[src/logic/cpf_host_regs.vh]
// constants of the command/acknowledge framing used by the host controller
// assumes little-endian byte order on the link and a 100 MHz system clock
`ifndef CPF_HOST_REGS_VH
`define CPF_HOST_REGS_VH
`define CPF_COMMON_BYTES    16'h0008
`define CPF_OFS_FLAGS       3'h0
`define CPF_OFS_OPCODE      3'h2
`define CPF_OFS_LEN         3'h4
`define CPF_OFS_TXN         3'h6
`define CPF_OFS_STATUS      3'h0
`define CPF_BIT_ACK_REQ     14
`define CPF_BIT_RESEND      15
`define CPF_FLAGS_RSVD      14'h0000
`define CPF_STS_ERR_BIT     15
`define CPF_ACK_MARK        16'h0001
`define CPF_RETRIES         4'h3
`define CPF_TXN_RESET       16'h0001
`define CPF_CLK_PERIOD_NS   10
`define CPF_ACK_TIMEOUT_NS  1000000
`define CPF_ACK_TIMEOUT_CYC (`CPF_ACK_TIMEOUT_NS / `CPF_CLK_PERIOD_NS)
`endif
[src/logic/cpf_host.v]
// host-side command framer: builds command packets, sends them as a byte
// stream, parses acknowledges and retries on timeout or corrupt replies.
// assumes a same-clock byte link with valid/ready out and valid/last in.
`timescale 1ns/1ps
`include "cpf_host_regs.vh"

module cpf_host #(
  parameter [15:0] PREFIX_BYTES  = 16'h0000,
  parameter [15:0] POSTFIX_BYTES = 16'h0000,
  parameter        PAY_AW        = 6,
  parameter        ACK_TO_CYC    = `CPF_ACK_TIMEOUT_CYC
) (
  input  wire        clk_i,
  input  wire        rst_b_i,
  input  wire        cmd_valid_i,
  output wire        cmd_ready_o,
  input  wire [15:0] cmd_opcode_i,
  input  wire [15:0] cmd_len_i,
  input  wire        cmd_ack_req_i,
  input  wire        pay_valid_i,
  input  wire [7:0]  pay_data_i,
  output wire        pay_ready_o,
  output reg         tx_valid_o,
  output reg  [7:0]  tx_data_o,
  input  wire        tx_ready_i,
  input  wire        rx_valid_i,
  input  wire [7:0]  rx_data_i,
  input  wire        rx_last_i,
  output reg         rsp_valid_o,
  output reg  [7:0]  rsp_data_o,
  output reg         done_o,
  output reg  [15:0] done_status_o,
  output reg  [15:0] done_len_o,
  output reg  [15:0] done_txn_o,
  output reg         done_err_o,
  output reg         done_fail_o
);

  localparam [2:0] ST_IDLE = 3'h0;
  localparam [2:0] ST_LOAD = 3'h1;
  localparam [2:0] ST_SEND = 3'h2;
  localparam [2:0] ST_WAIT = 3'h3;
  localparam [2:0] ST_EVAL = 3'h4;
  localparam [31:0] TO_LAST = ACK_TO_CYC - 1;
  localparam [16:0] MAX_PAY = 17'h00001 << PAY_AW;

  function [7:0] le_byte;
    input [15:0] w;
    input        hi;
    begin
      le_byte = hi ? w[15:8] : w[7:0];
    end
  endfunction

  reg  [2:0]        state;
  reg  [15:0]       opcode;
  reg  [15:0]       len;
  reg               ack_request_flag;
  reg               resend_flag;
  reg  [15:0]       transaction_number;
  reg  [3:0]        retry;
  reg  [31:0]       tmo;
  reg  [15:0]       load_idx;
  reg  [15:0]       tx_idx;
  reg  [7:0]        tx_sum;
  reg  [7:0]        pay_mem [0:(1<<PAY_AW)-1];
  reg  [15:0]       rx_cnt;
  reg  [15:0]       rx_st;
  reg  [15:0]       rx_op;
  reg  [15:0]       rx_ln;
  reg  [15:0]       rx_tn;
  reg  [7:0]        rx_sum;
  reg  [7:0]        rx_pst;
  reg  [7:0]        next_byte;

  wire [15:0] flags    = {resend_flag, ack_request_flag, `CPF_FLAGS_RSVD};
  wire [15:0] tx_total = PREFIX_BYTES + `CPF_COMMON_BYTES + len + POSTFIX_BYTES;
  wire [15:0] tx_rel   = tx_idx - PREFIX_BYTES;
  wire [15:0] tx_pay   = tx_rel - `CPF_COMMON_BYTES;
  wire        tx_pre   = tx_idx < PREFIX_BYTES;
  wire        tx_body  = !tx_pre && (tx_rel < `CPF_COMMON_BYTES || tx_pay < len);
  wire [15:0] rx_rel   = rx_cnt - PREFIX_BYTES;
  wire [15:0] rx_pay   = rx_rel - `CPF_COMMON_BYTES;
  wire        rx_pre   = rx_cnt < PREFIX_BYTES;
  wire        rx_hdr   = !rx_pre && rx_rel < `CPF_COMMON_BYTES;
  wire        rx_data  = !rx_pre && !rx_hdr && rx_pay < rx_ln;
  wire        rx_take  = rx_valid_i && state == ST_WAIT;
  wire [15:0] rx_want  = PREFIX_BYTES + `CPF_COMMON_BYTES + rx_ln + POSTFIX_BYTES;
  wire        ack_ok   = rx_cnt == rx_want
                         && rx_tn == transaction_number
                         && rx_op == (opcode | `CPF_ACK_MARK)
                         && (POSTFIX_BYTES == 16'h0000 || rx_pst == rx_sum);
  wire        timed_out = state == ST_WAIT && tmo == TO_LAST;
  wire        corrupt   = state == ST_EVAL && !ack_ok;
  wire        do_retry  = timed_out || corrupt;

  assign cmd_ready_o = state == ST_IDLE;
  assign pay_ready_o = state == ST_LOAD;

  // prefix filler, then common section, then payload, then postfix checksum
  always @*
  begin
    next_byte = 8'h00;
    if (tx_pre)
      next_byte = 8'h00;
    else if (tx_rel < `CPF_COMMON_BYTES)
    begin
      case (tx_rel[2:1])
        2'h0: next_byte = le_byte(flags, tx_rel[0]);
        2'h1: next_byte = le_byte(opcode, tx_rel[0]);
        2'h2: next_byte = le_byte(len, tx_rel[0]);
        2'h3: next_byte = le_byte(transaction_number, tx_rel[0]);
        default: next_byte = 8'h00;
      endcase
    end
    else if (tx_pay < len)
      next_byte = pay_mem[tx_pay[PAY_AW-1:0]];
    else
      next_byte = tx_sum;
  end

  always @(posedge clk_i)
  begin
    if (state == ST_LOAD && pay_valid_i)
      pay_mem[load_idx[PAY_AW-1:0]] <= pay_data_i;
  end

  always @(posedge clk_i or negedge rst_b_i)
  begin
    if (!rst_b_i)
    begin
      state              <= ST_IDLE;
      opcode             <= 16'h0000;
      len                <= 16'h0000;
      ack_request_flag   <= 1'b0;
      resend_flag        <= 1'b0;
      transaction_number <= `CPF_TXN_RESET;
      retry              <= 4'h0;
      tmo                <= 32'h00000000;
      load_idx           <= 16'h0000;
      tx_idx             <= 16'h0000;
      tx_sum             <= 8'h00;
      tx_valid_o         <= 1'b0;
      tx_data_o          <= 8'h00;
      done_o             <= 1'b0;
      done_status_o      <= 16'h0000;
      done_len_o         <= 16'h0000;
      done_txn_o         <= 16'h0000;
      done_err_o         <= 1'b0;
      done_fail_o        <= 1'b0;
    end
    else
    begin
      done_o <= 1'b0;
      case (state)
        ST_IDLE:
        begin
          if (cmd_valid_i)
          begin
            opcode           <= cmd_opcode_i;
            len              <= cmd_len_i;
            ack_request_flag <= cmd_ack_req_i;
            resend_flag      <= 1'b0;
            retry            <= 4'h0;
            load_idx         <= 16'h0000;
            tx_idx           <= 16'h0000;
            tx_sum           <= 8'h00;
            // every new command gets a fresh number; only resends reuse one
            transaction_number <= transaction_number + 16'h0001;
            if ({1'b0, cmd_len_i} > MAX_PAY)
            begin
              // payload cannot be held for a resend, so refuse outright
              done_o        <= 1'b1;
              done_fail_o   <= 1'b1;
              done_err_o    <= 1'b1;
              done_status_o <= 16'h0000;
              done_len_o    <= 16'h0000;
              done_txn_o    <= transaction_number + 16'h0001;
            end
            else if (cmd_len_i == 16'h0000)
              state <= ST_SEND;
            else
              state <= ST_LOAD;
          end
        end
        ST_LOAD:
        begin
          if (pay_valid_i)
          begin
            load_idx <= load_idx + 16'h0001;
            if (load_idx == len - 16'h0001)
              state <= ST_SEND;
          end
        end
        ST_SEND:
        begin
          if (!tx_valid_o || tx_ready_i)
          begin
            if (tx_idx < tx_total)
            begin
              tx_valid_o <= 1'b1;
              tx_data_o  <= next_byte;
              tx_idx     <= tx_idx + 16'h0001;
              if (tx_body)
                tx_sum <= tx_sum + next_byte;
            end
            else
            begin
              tx_valid_o <= 1'b0;
              tmo        <= 32'h00000000;
              if (ack_request_flag)
                state <= ST_WAIT;
              else
              begin
                // nothing comes back, so report at once
                state         <= ST_IDLE;
                done_o        <= 1'b1;
                done_fail_o   <= 1'b0;
                done_err_o    <= 1'b0;
                done_status_o <= 16'h0000;
                done_len_o    <= 16'h0000;
                done_txn_o    <= transaction_number;
              end
            end
          end
        end
        ST_WAIT:
        begin
          tmo <= tmo + 32'h00000001;
          if (rx_take && rx_last_i)
            state <= ST_EVAL;
        end
        ST_EVAL:
        begin
          if (ack_ok)
          begin
            state         <= ST_IDLE;
            done_o        <= 1'b1;
            done_fail_o   <= 1'b0;
            done_status_o <= rx_st;
            done_err_o    <= rx_st[`CPF_STS_ERR_BIT];
            done_len_o    <= rx_ln;
            done_txn_o    <= rx_tn;
          end
        end
        default:
          state <= ST_IDLE;
      endcase
      // resend keeps the transaction number so the device can spot a repeat
      if (do_retry)
      begin
        if (retry == `CPF_RETRIES)
        begin
          state         <= ST_IDLE;
          done_o        <= 1'b1;
          done_fail_o   <= 1'b1;
          done_err_o    <= 1'b1;
          done_status_o <= 16'h0000;
          done_len_o    <= 16'h0000;
          done_txn_o    <= transaction_number;
        end
        else
        begin
          retry       <= retry + 4'h1;
          resend_flag <= 1'b1;
          tx_idx      <= 16'h0000;
          tx_sum      <= 8'h00;
          state       <= ST_SEND;
        end
      end
    end
  end

  // acknowledge parser; payload is forwarded before the packet is validated
  always @(posedge clk_i or negedge rst_b_i)
  begin
    if (!rst_b_i)
    begin
      rx_cnt      <= 16'h0000;
      rx_st       <= 16'h0000;
      rx_op       <= 16'h0000;
      rx_ln       <= 16'h0000;
      rx_tn       <= 16'h0000;
      rx_sum      <= 8'h00;
      rx_pst      <= 8'h00;
      rsp_valid_o <= 1'b0;
      rsp_data_o  <= 8'h00;
    end
    else
    begin
      rsp_valid_o <= 1'b0;
      if (state == ST_EVAL || state == ST_SEND)
      begin
        rx_cnt <= 16'h0000;
        rx_sum <= 8'h00;
        rx_ln  <= 16'h0000;
      end
      else if (rx_take)
      begin
        rx_cnt <= rx_cnt + 16'h0001;
        if (rx_hdr || rx_data)
          rx_sum <= rx_sum + rx_data_i;
        else if (!rx_pre)
          rx_pst <= rx_data_i;
        if (rx_hdr)
        begin
          case (rx_rel[2:1])
            2'h0:
              if (rx_rel[0]) rx_st[15:8] <= rx_data_i; else rx_st[7:0] <= rx_data_i;
            2'h1:
              if (rx_rel[0]) rx_op[15:8] <= rx_data_i; else rx_op[7:0] <= rx_data_i;
            2'h2:
              if (rx_rel[0]) rx_ln[15:8] <= rx_data_i; else rx_ln[7:0] <= rx_data_i;
            default:
              if (rx_rel[0]) rx_tn[15:8] <= rx_data_i; else rx_tn[7:0] <= rx_data_i;
          endcase
        end
        if (rx_data)
        begin
          rsp_valid_o <= 1'b1;
          rsp_data_o  <= rx_data_i;
        end
      end
    end
  end

endmodule

[config.mk]
export PLATFORM = sky130hd
export DESIGN_NAME = cpf_host
export DESIGN_NICKNAME = d
export VERILOG_FILES = /design/src/logic/cpf_host.v
export VERILOG_INCLUDE_DIRS = /design/src /design/src/logic
export SDC_FILE = /design/constraint.sdc
export NUM_CORES = 1
export LEC_CHECK = 0
export ABC_AREA = 0
export BUFFER_PORTS_ARGS = -buffer_cell sky130_fd_sc_hd__buf_2
export CAP_MARGIN = 40
export CORE_MARGIN = 10
export CORE_UTILIZATION = 62
export CTS_CLUSTER_DIAMETER = 200
export DETAILED_ROUTE_END_ITERATION = 7
export PLACE_DENSITY_LB_ADDON = 0.25
export SLEW_MARGIN = 20
export SYNTH_ARGS = -nofsm -noshare
export SYNTH_HDL_FRONTEND = slang
export SYNTH_SLANG_ARGS = --single-unit
[constraint.sdc]
create_clock -name clk_i -period 6.55 [get_ports clk_i]
set_input_delay 0.655 -clock clk_i [delete_from_list [all_inputs] [get_ports clk_i]]
set_output_delay 0.655 -clock clk_i [all_outputs]
set_load 0.005 [all_outputs]
Word-level counts from Yosys, hierarchy flattened
Memories as Yosys holds them, arrays and structs flattened.
Cells that the tools add are included.
{"block": "op_classes", "n_bitwise": 3, "reduce_logical": 46, "multipliers": 0, "addsub": 12, "n_lt_le_gt_ge": 8, "n_eq_ne": 28, "shifts": 0, "div": 0, "n_mux": 116}
{"cell": "16-bit 2-to-1 mux", "count": 37}
{"cell": "16-bit one-hot mux with 3 select lines", "count": 3}
{"cell": "8-bit 2-to-1 mux", "count": 15}
{"cell": "16-bit by 1-bit adder with 16-bit output (second input constant)", "count": 4}
{"cell": "16-bit == test", "count": 4}
{"cell": "32-bit 2-to-1 mux", "count": 2}
{"cell": "16-bit one-hot mux with 2 select lines", "count": 2}
{"cell": "32-bit one-hot mux with 2 select lines", "count": 1}
{"cell": "16-bit < comparator", "count": 3}
{"cell": "1-bit 2-to-1 mux", "count": 34}
{"cell": "32-bit by 1-bit adder with 32-bit output (second input constant)", "count": 1}
{"cell": "4-bit by 16-bit adder with 16-bit output (first input constant)", "count": 2}
{"cell": "32-bit by 17-bit == test with 1-bit output (second input constant)", "count": 1}
{"cell": "16-bit by 1-bit < comparator with 1-bit output (second input constant)", "count": 2}
{"cell": "16-bit by 4-bit < comparator with 1-bit output (second input constant)", "count": 2}
{"cell": "8-bit one-hot mux with 4 select lines", "count": 1}
{"cell": "16-bit by 4-bit subtractor with 16-bit output (second input constant)", "count": 2}
{"cell": "5-bit AND reduction", "count": 6}
{"cell": "3-bit 2-to-1 mux", "count": 9}
{"cell": "16-bit by 7-bit greater-than comparator with 1-bit output (second input constant)", "count": 1}
{"cell": "16-bit logical NOT", "count": 1}
{"cell": "4-bit 2-to-1 mux", "count": 4}
{"cell": "8-bit one-hot mux with 2 select lines", "count": 1}
{"cell": "16-bit by 1-bit subtractor with 16-bit output (second input constant)", "count": 1}
{"cell": "other kinds (28)", "count": 74}
{"block": "word_totals", "mem_count": 1, "ram_bits": 512, "register_bits": 278, "latch_bits": 0, "mem_bits_ro": 0}
{"memory": "pay_mem", "words": 64, "word_bits": 8, "read_ports": 1, "rd_clocked_by_memory_dff": 0, "wr": 1, "line": "cpf_host.v:66", "rtl": "reg [7:0] pay_mem [0:(1<<PAY_AW)-1];"}

Depth between registers and ports, before layout
Gate-level depths: netlist of the first run.
{"block": "logic_depth", "depth_word": 12, "mapped_depth": 27, "depth_no_buf": 25}

Worst setup path before layout of the first run
No wires, ideal clock.
{"block": "synth_path", "path_kind": "register -> register", "from": "register tx_idx[3]", "to": "register tx_sum[7]", "path_slack_ns": 1.429, "arrival_ns": 5.001, "n_path_buf": 2, "path_stages_with_launch": 24, "synth_period_minus_slack_ns": 5.121, "required_ns": 6.430, "path_cell_list": "dfrtp_1 clkbuf_1 inv_1 ha_1 nand2_1 nor3_1 nand2b_1 nor3b_1 xor2_1 ha_1 and4_1 a221oi_1 o21a_1 clkbuf_1 a21oi_1 o21ai_0 ha_1 a21oi_1 o211ai_1 or4_1 and2_1 a211o_1 and3_1 o211a_1"}
{"block": "synth_between", "elab_chain_len": 12, "word_cells_on_any_way": 19, "cone_classes": "add/sub (2); order compare (4); mux (9); reduce/logical (3); memory (1)"}
{"element": "start, declared", "line": "cpf_host.v:64", "rtl": "reg [15:0] tx_idx;"}
{"element": "start signal, assigned", "line": "cpf_host.v:203", "rtl": "tx_idx <= tx_idx + 16'h0001;"}
{"element": "16-bit by 4-bit subtractor with 16-bit output (no source line)"}
{"element": "memory read 64 x 8 bit or 16-bit < comparator (tied branches)"}
{"element": "8-bit 2-to-1 mux", "line": "cpf_host.v:116", "rtl": "else if (tx_pay < len)"}
{"element": "8-bit 2-to-1 mux", "line": "cpf_host.v:106", "rtl": "else if (tx_rel < `CPF_COMMON_BYTES)"}
{"element": "8-bit 2-to-1 mux (*)", "line": "cpf_host.v:104", "rtl": "if (tx_pre)"}
{"element": "net next_byte[1]", "line": "cpf_host.v:74", "rtl": "reg [7:0] next_byte;"}
{"element": "8-bit adder (*)", "line": "cpf_host.v:205", "rtl": "tx_sum <= tx_sum + next_byte;"}
{"element": "8-bit 2-to-1 mux (*)", "line": "cpf_host.v:204", "rtl": "if (tx_body)"}
{"element": "8-bit 2-to-1 mux (*)", "line": "cpf_host.v:199", "rtl": "if (tx_idx < tx_total)"}
{"element": "8-bit 2-to-1 mux (*)", "line": "cpf_host.v:197", "rtl": "if (!tx_valid_o || tx_ready_i)"}
{"element": "8-bit one-hot mux with 2 select lines (*)", "line": "cpf_host.v:155", "rtl": "case (state)"}
{"element": "8-bit 2-to-1 mux", "line": "cpf_host.v:252", "rtl": "if (retry == `CPF_RETRIES)"}
{"element": "8-bit 2-to-1 mux (*)", "line": "cpf_host.v:250", "rtl": "if (do_retry)"}
{"element": "end signal, assigned", "line": "cpf_host.v:205"}
{"element": "end, declared", "line": "cpf_host.v:65", "rtl": "reg [7:0] tx_sum;"}
Mark *: on every way through the listed nets, which the timed path passes. The rest lies on a longest branch.
A chain may end at the register's enable or synchronous reset.

Worst setup path after layout of the first run
{"block": "layout_path", "from": "register tx_idx[4]", "to": "register tx_sum[7]"}
Same word-level chain as after synthesis.

==> summary.md, run 1 <==
| Metric | Value |
|---|---|
| Post-CTS Resized | `0` |
| CTS root buf | `clkbuf_16` |
| GPL Wtd Cong | `0.9000` |
| Total CTS buffers | `81` |
| Worst ir drop on vdd | `0.3285 mV` |
| Final core area utilization | `between 70% and 80%` |
| Yosys warns | `0` |
| H-tree Lvls | `3` |
| Vias in the first global route | `24.11k` |
| GRT Util Overall | `roughly 28%` |
| Final WL | `roughly 99,000 um` |
| Routed Antenna Nets | `0` |
| Worst hold path class | `primary input to async pin` |
| Worst skew pair latency | `between 0.6 and 0.7 ns` |
| Hold Vio Cnt, Final | `1` |
| Post-DR vias/cell | `6.593` |
| Post-synth EDFFs | `around 500` |
| Number of DRC markers in iteration 0 | `just under 3k` |
| Nets | `~2.9k` |
| # fillers | `3,695` |
| Syn Nets | `between 2k and 3k` |
| Worst setup SP type | `flop` |
| Total I/O pin count | `approximately 130` |
| Clock-pin transition on the worst setup and hold timing paths | `~0.06 ns` |
| Max FO, Critical Path | `11` |
| Critical Path RT | `around 7.1 ns` |
| WHS | `-0.01284 ns` |
| Worst Setup End Kind | `flop` |
| Clk buf depth | `3` |
| Number of max-cap violations | `0` |
| CP peak stage delay | `~0.63 ns` |
| Slew headroom | `34.27%` |
| Post-CTS Hold Fix Bufs | `0` |
| Synth Instances | `roughly 2.7k` |
| Largest net degree at the start of global routing | `about 130` |
| Cell variety after synth | `79` |
| PD cells | `about 380 nW/um^2` |
| IO buf count | `126` |
| Worst path slowest cell | `or4_1` |
| FMAX | `between 150 and 200 MHz` |
| Gr ovfl total | `0` |
| Die W | `262.8 um` |
| Crit path kind | `flop to flop` |
| Vias | `24.10k` |
| Period utilisation layout | `86.83%` |
| Worst reg-to-reg setup slack | `~0.86 ns` |
| Die Area | `around 69,000 sq um` |
| Row count | `88` |
| Die Y | `between 200 and 300 um` |
| Setup-failing EPs final | `0` |
| Setup bufs post-CTS | `0` |
| Core area | `around 58,000 sq um` |
| Leakage | `~15 nW` |
| Most common flop cell mapped by yosys | `edfxtp_1` |
| Clock sinks | `a little under 800` |
| 1st-pass router iterations | `5` |
| Starting density of the core | `between 60% and 70%` |
| Unrepaired setup endpoints after global routing | `no` |
| Max FFs per register | `approximately 510` |
| CP cell instances | `or4_1 -> nor4_2 -> nand2_1 -> xnor2_1 -> ha_1 -> and4_1 -> a221oi_1 -> o21a_1 -> a21oi_1 -> o21ai_0 -> ha_1 -> a21oi_1 -> o211ai_1 -> or4_1 -> and2_1 -> a211o_1 -> and3_1 -> o211a_1` |
| Status | `complete, but fails checks` |
| Slew @ Worst Pin | `between 0.9 and 1 ns` |
| Worst-case clock skew | `0.02113 ns` |
| Async S/R FF share, synth | `35.19%` |
| Setup TNS | `0 ns` |
| Failing checks | `negative hold slack` |
| Slew Limit Fails | `0` |
| FF+latch count, synth | `790` |
| Worst endpoint data arrival time | `between 6 and 7 ns` |
| Post-DP HPWL | `65,480 um` |
| Area of the mapped netlist | `between 30,000 and 40,000 sq um` |
| First-pass GRT wire length | `between 150,000 and 200,000 um` |
| Register area share after synthesis | `between 60 and 70%` |
| Layout area overhead | `12.48%` |
| Layout cells sized above 1 | `approximately a fifth` |
| Final min period | `5.687 ns` |
| Avg Cell Area, Syn | `13.65 sq um` |
| CTS tree | `done` |
| DRC viols | `0` |
| WL/cell | `between 20 and 30 um` |
| Initial antenna violation count | `5` |
layout make-up:
type                            instances  area, sq um  area share, %
Antenna cell                            5        12.51        0.03043
Clock buffer                          108         2223          5.407
Clock inverter                         42        508.0          1.235
Inverter                               66        247.7         0.6025
Multi-Input combinational cell       1668        13340          32.43
Sequential cell                       790        22340          54.33
Tap cell                              765        957.2          2.328
Timing Repair Buffer                  212         1491          3.627
per-stage QoR:
stage	instance area [sq um]	power [W]	worst slack (ns)	std cells	hold WS (ns)
after floorplan	36560	0.009222	1.429	2679	0.3594
after global placement	37870	0.01061	1.000	3453	0.4607
after detailed placement	38200	0.01077	0.9338	3478	0.4678
after CTS	40930	0.01550	0.9230	3628	0.02871
after global routing	41120	0.01616	0.5288	3655	0.04714
final	41120	0.01551	0.8629	3656	-0.01284
synth_stat cells (8+ instances only):
library cell	instances	area share, %
mux2_2	61	1.9
edfxtp_1	512	42
a211oi_1	12	0.25
nand2_1	261	2.7
a221o_1	16	0.44
buf_2	34	0.47
nor3_1	35	0.48
and2_1	10	0.17
a21o_1	13	0.27
mux4_2	164	10
ha_1	65	2.2
nand3_1	56	0.77
nor2_1	214	2.2
xnor2_1	104	2.5
nand4_1	31	0.53
mux2i_1	30	0.82
a221oi_1	11	0.26
xor2_1	73	1.7
nor2b_1	14	0.24
clkbuf_1	105	1.1
o21a_1	8	0.16
and3_1	21	0.36
o211ai_1	11	0.23
a22oi_1	18	0.37
nand2b_1	10	0.17
dfrtp_1	277	19
inv_1	63	0.65
buf_1	11	0.11
or3_1	24	0.41
o21ai_0	121	1.7
a21oi_1	101	1.4
a31oi_1	17	0.29
nor4_1	48	0.82
worst max-delay path: cells and delay by family, from the launching register on:
family / cells / cell delay [ns]
AND/OR/NAND/NOR: 7 / 2.18
flip-flops: 1 / 0.46
XOR/XNOR: 1 / 0.17
AO/OA/AOI/OAI: 8 / 2.18
adder cells (fa/ha/maj): 2 / 0.58
cells by family after synthesis:
| family | after synthesis | synth area share [%] |
|---|---|---|
| AO/OA/AOI/OAI | 392 | 6.958 |
| XOR/XNOR | 177 | 4.241 |
| adder cells (fa/ha/maj) | 66 | 2.279 |
| buffers and inverters | 221 | 2.488 |
| flip-flops | 790 | 61.09 |
| multiplexers | 255 | 12.80 |
| AND/OR/NAND/NOR | 778 | 10.14 |
metal layers:
metal / vias to the layer above / track usage [%] / share of wire (%)
met5: - / 0 / 0.013
met4: 2 / 10.30 / 3.5
met3: 238 / 5.639 / 8.6
met2: 1312 / 46.37 / 49
met1: 12170 / 37.22 / 39
li1: 10380 / - / -
worst paths after layout:
check | startpoint | cells after the start | end
max | tx_idx[4] | 18 | tx_sum[7]
min | rst_b_i | 1 | retry[2]
max reg2reg | tx_idx[4] | 18 | tx_sum[7]
min reg2reg | resend_flag | 1 | resend_flag
max in group asynchronous | rst_b_i | 2 | rsp_data_o[3]
min in group clk_i | cmd_opcode_i[9] | 3 | opcode[9]
placed cells by master (no fill, tap or decap), types with 17 or more instances in the layout:
master,Yosys,layout
or3_1,24,24
xor2_1,73,73
nor2_1,214,209
mux4_2,164,164
clkbuf_16,0,82
buf_2,34,130
nand4_1,31,31
nor4_1,48,48
inv_1,63,63
dfrtp_1,277,274
a21oi_1,101,100
mux2_2,61,61
and3_1,21,21
clkbuf_1,105,18
a31oi_1,17,17
nor3_1,35,35
nand3_1,56,56
buf_4,0,64
nand2_1,261,261
ha_1,65,65
o21ai_0,121,121
mux2i_1,30,30
a22oi_1,18,18
edfxtp_1,512,512
xnor2_1,104,104
power by group:
group	switching, W	internal, W
registers	0.000637	0.00571
logic	0.00251	0.00193
clock network	0.00200	0.00273
total	0.00514	0.0104
Power figures use the tool's default switching activity.
==> run 2: changes to the inputs <==
--- a/config.mk
+++ b/config.mk
@@ -13,6 +13,7 @@
 export CORE_UTILIZATION = 62
 export CTS_CLUSTER_DIAMETER = 200
 export DETAILED_ROUTE_END_ITERATION = 7
+export GPL_TIMING_DRIVEN = 0
 export PLACE_DENSITY_LB_ADDON = 0.25
 export SLEW_MARGIN = 20
 export SYNTH_ARGS = -nofsm -noshare
==> run 2 against run 1 <==
Against the previous run:
- the run now ends clean
- clock skew up 0.0067 ns
- sequential share of layout area down 0.42 points
- setup slack worse by 0.57 ns
- wire length up 6.0%
- hold slack better by 0.017 ns
- global-route usage up 1.5 points
- combinational power up 9.9%
- fmax down 9.2%
- clock-buffer cell count up 10
- first-iteration DRC count up 3.0%
- clock power down 3%
- critical path type unchanged
- critical endpoint unchanged
==> summary.md, run 2 (synthesized netlist as in run 1, its figures left out) <==
| Metric | Value |
|---|---|
| Worst endpoint data arrival time | `just under 7 ns` |
| Layout cells sized above 1 | `approximately 20%` |
| Slew Limit Fails | `0` |
| 1st-pass router iterations | `6` |
| Clock-pin transition on the worst setup and hold timing paths | `~0.060 ns` |
| Final min period | `approximately 6.3 ns` |
| FMAX | `~160 MHz` |
| DRC viols | `0` |
| Most frequent cells in the layout | `512 x edfxtp_1, 277 x dfrtp_1, 261 x nand2_1` |
| Worst setup SP type | `flop` |
| Clk buf depth | `3` |
| Crit path kind | `flop to flop` |
| Slew @ Worst Pin | `around 0.90 ns` |
| Vias | `25.06k` |
| IO buf count | `126` |
| WL/cell | `~28 um` |
| Period utilisation layout | `95.58%` |
| WHS | `between 0.003 and 0.004 ns` |
| Commonest non-fill, non-tap cell in the layout | `edfxtp_1` |
| Core area | `a little under 60,000 sq um` |
| First-pass GRT wire length | `156,700 um` |
| Worst Setup End Kind | `flop` |
| Most used cell along the critical path | `ha_1` |
| Status | `complete, no violations` |
| CTS root buf | `clkbuf_16` |
| CP cell instances | `inv_1 -> ha_1 -> nand2_1 -> nor3_1 -> nand2b_1 -> nor4_1 -> xor2_1 -> ha_1 -> and4_1 -> a221oi_1 -> o21a_1 -> clkbuf_2 -> nor2_1 -> a21oi_1 -> o21ai_0 -> ha_1 -> a21oi_1 -> o211ai_1 -> or4_1 -> and2_1 -> a211o_1 -> and3_1 -> o211a_1` |
| Number of max-cap violations | `0` |
| Post-Place Cells | `approximately 3.6k` |
| Setup-failing EPs final | `0` |
| Post-DP HPWL | `slightly above 70,000 um` |
| Worst ir drop on vdd | `0.2765 mV` |
| Routed Antenna Nets | `0` |
| Post-DR vias/cell | `roughly 6.6` |
| Max FO, Critical Path | `15` |
| Row count | `88` |
| Non-Filler Instances | `3,770` |
| Worst-case clock skew | `0.02785 ns` |
| Worst hold path class | `primary input to async pin` |
| Starting density of the core | `63.00%` |
| Total CTS buffers | `80` |
| Critical Path RT | `~7 ns` |
| Number of DRC markers in iteration 0 | `around 3k` |
| Slew headroom | `between 30% and 40%` |
| Post-CTS Resized | `0` |
| Initial antenna violation count | `3` |
| Final WL | `around 110,000 um` |
| Die W | `262.8 um` |
| Buf/Inv on CP | `2` |
| Hold Vio Cnt, Final | `0` |
| Total I/O pin count | `approximately 130` |
| GRT Util Overall | `between 20% and 30%` |
| GPL Wtd Cong | `around 0.95` |
| Unrepaired setup endpoints after global routing | `no` |
| Post-CTS Hold Fix Bufs | `0` |
| PD cells | `between 300 and 400 nW/um^2` |
| Crit-path leading delay family | `simple AND/OR/NAND/NOR gates` |
| CTS tree | `done` |
| Nets | `between 3k and 4k` |
| CP peak stage delay | `between 0.7 and 0.8 ns` |
| Die Area | `about 69,000 sq um` |
| Gr ovfl total | `0` |
| Vias in the first global route | `~25k` |
| # fillers | `about 3.7k` |
| Clock sinks | `between 700 and 800` |
| Die Y | `approximately 260 um` |
| Layout area overhead | `13.31%` |
| Setup bufs post-CTS | `0` |
| Largest net degree at the start of global routing | `106` |
| Worst path slowest cell | `dfrtp_1` |
| H-tree Lvls | `3` |
| Worst skew pair latency | `between 0.6 and 0.7 ns` |
| Max FFs per register | `512` |
| Leakage | `roughly 16 nW` |
run 2: final timing paths:
check	start	endpoint	slack (ns)	cells after the start
worst min-delay path	rst_b_i	tmo[27]	0.004	1
worst max-delay path	tx_idx[3]	tx_sum[7]	0.29	23
min in group clk_i	cmd_opcode_i[5]	opcode[5]	0.21	3
max in group asynchronous	rst_b_i	done_status_o[0]	5.11	3
worst min register to register	resend_flag	resend_flag	0.48	1
worst max register to register	tx_idx[3]	tx_sum[7]	0.29	23
run 2: cell type report:
type | instances | area, sq um | share of cell area (%)
multi-input combinational | 1668 | 13320 | 32.16
inverter | 66 | 247.7 | 0.5981
clock buffer | 118 | 2286 | 5.519
timing repair buffer | 178 | 1280 | 3.090
antenna | 3 | 7.507 | 0.01812
clock inverter | 28 | 327.8 | 0.7914
buffer | 154 | 660.6 | 1.595
tap | 765 | 957.2 | 2.311
sequential | 790 | 22330 | 53.91
run 2: worst register-to-register path, cell delays in order, from the launching register on:
cell	delay (ns)
dfrtp_1	0.72
inv_1	0.32
ha_1	0.27
nand2_1	0.12
nor3_1	0.25
nand2b_1	0.14
nor4_1	0.30
xor2_1	0.18
ha_1	0.26
and4_1	0.23
a221oi_1	0.51
o21a_1	0.25
clkbuf_2	0.29
nor2_1	0.07
a21oi_1	0.12
o21ai_0	0.13
ha_1	0.33
a21oi_1	0.19
o211ai_1	0.18
or4_1	0.44
and2_1	0.20
a211o_1	0.29
and3_1	0.17
o211a_1	0.20
run 2: report_power, final:
group | switching (W) | total [W] | internal (W)
registers | 0.000448 | 0.00616 | 0.00571
clock network | 0.00198 | 0.00458 | 0.00260
logic | 0.00291 | 0.00488 | 0.00197
run 2: through the flow:
step	setup WS [ns]	util [%]	area (sq um)	power [W]	setup TNS (ns)
floorplan	1.429	-	36560	0.009222	0
global placement	-0.2122	65.74	38150	0.01077	-41.01
detailed placement	0.1184	66.46	38560	0.01096	0
CTS	0.06237	70.97	41180	0.01554	0
global route	0.01397	71.39	41420	0.01620	0
finish	0.2897	71.39	41420	0.01562	0
run 2: metal layers:
metal  vias up  global-route usage, %  share of wire [%]
met5         -                      0                  0
met4         0                  14.47                5.1
met3       298                  6.496                9.5
met2      1576                  48.34                 48
met1     12560                  37.73                 37
li1      10630                      -                  -
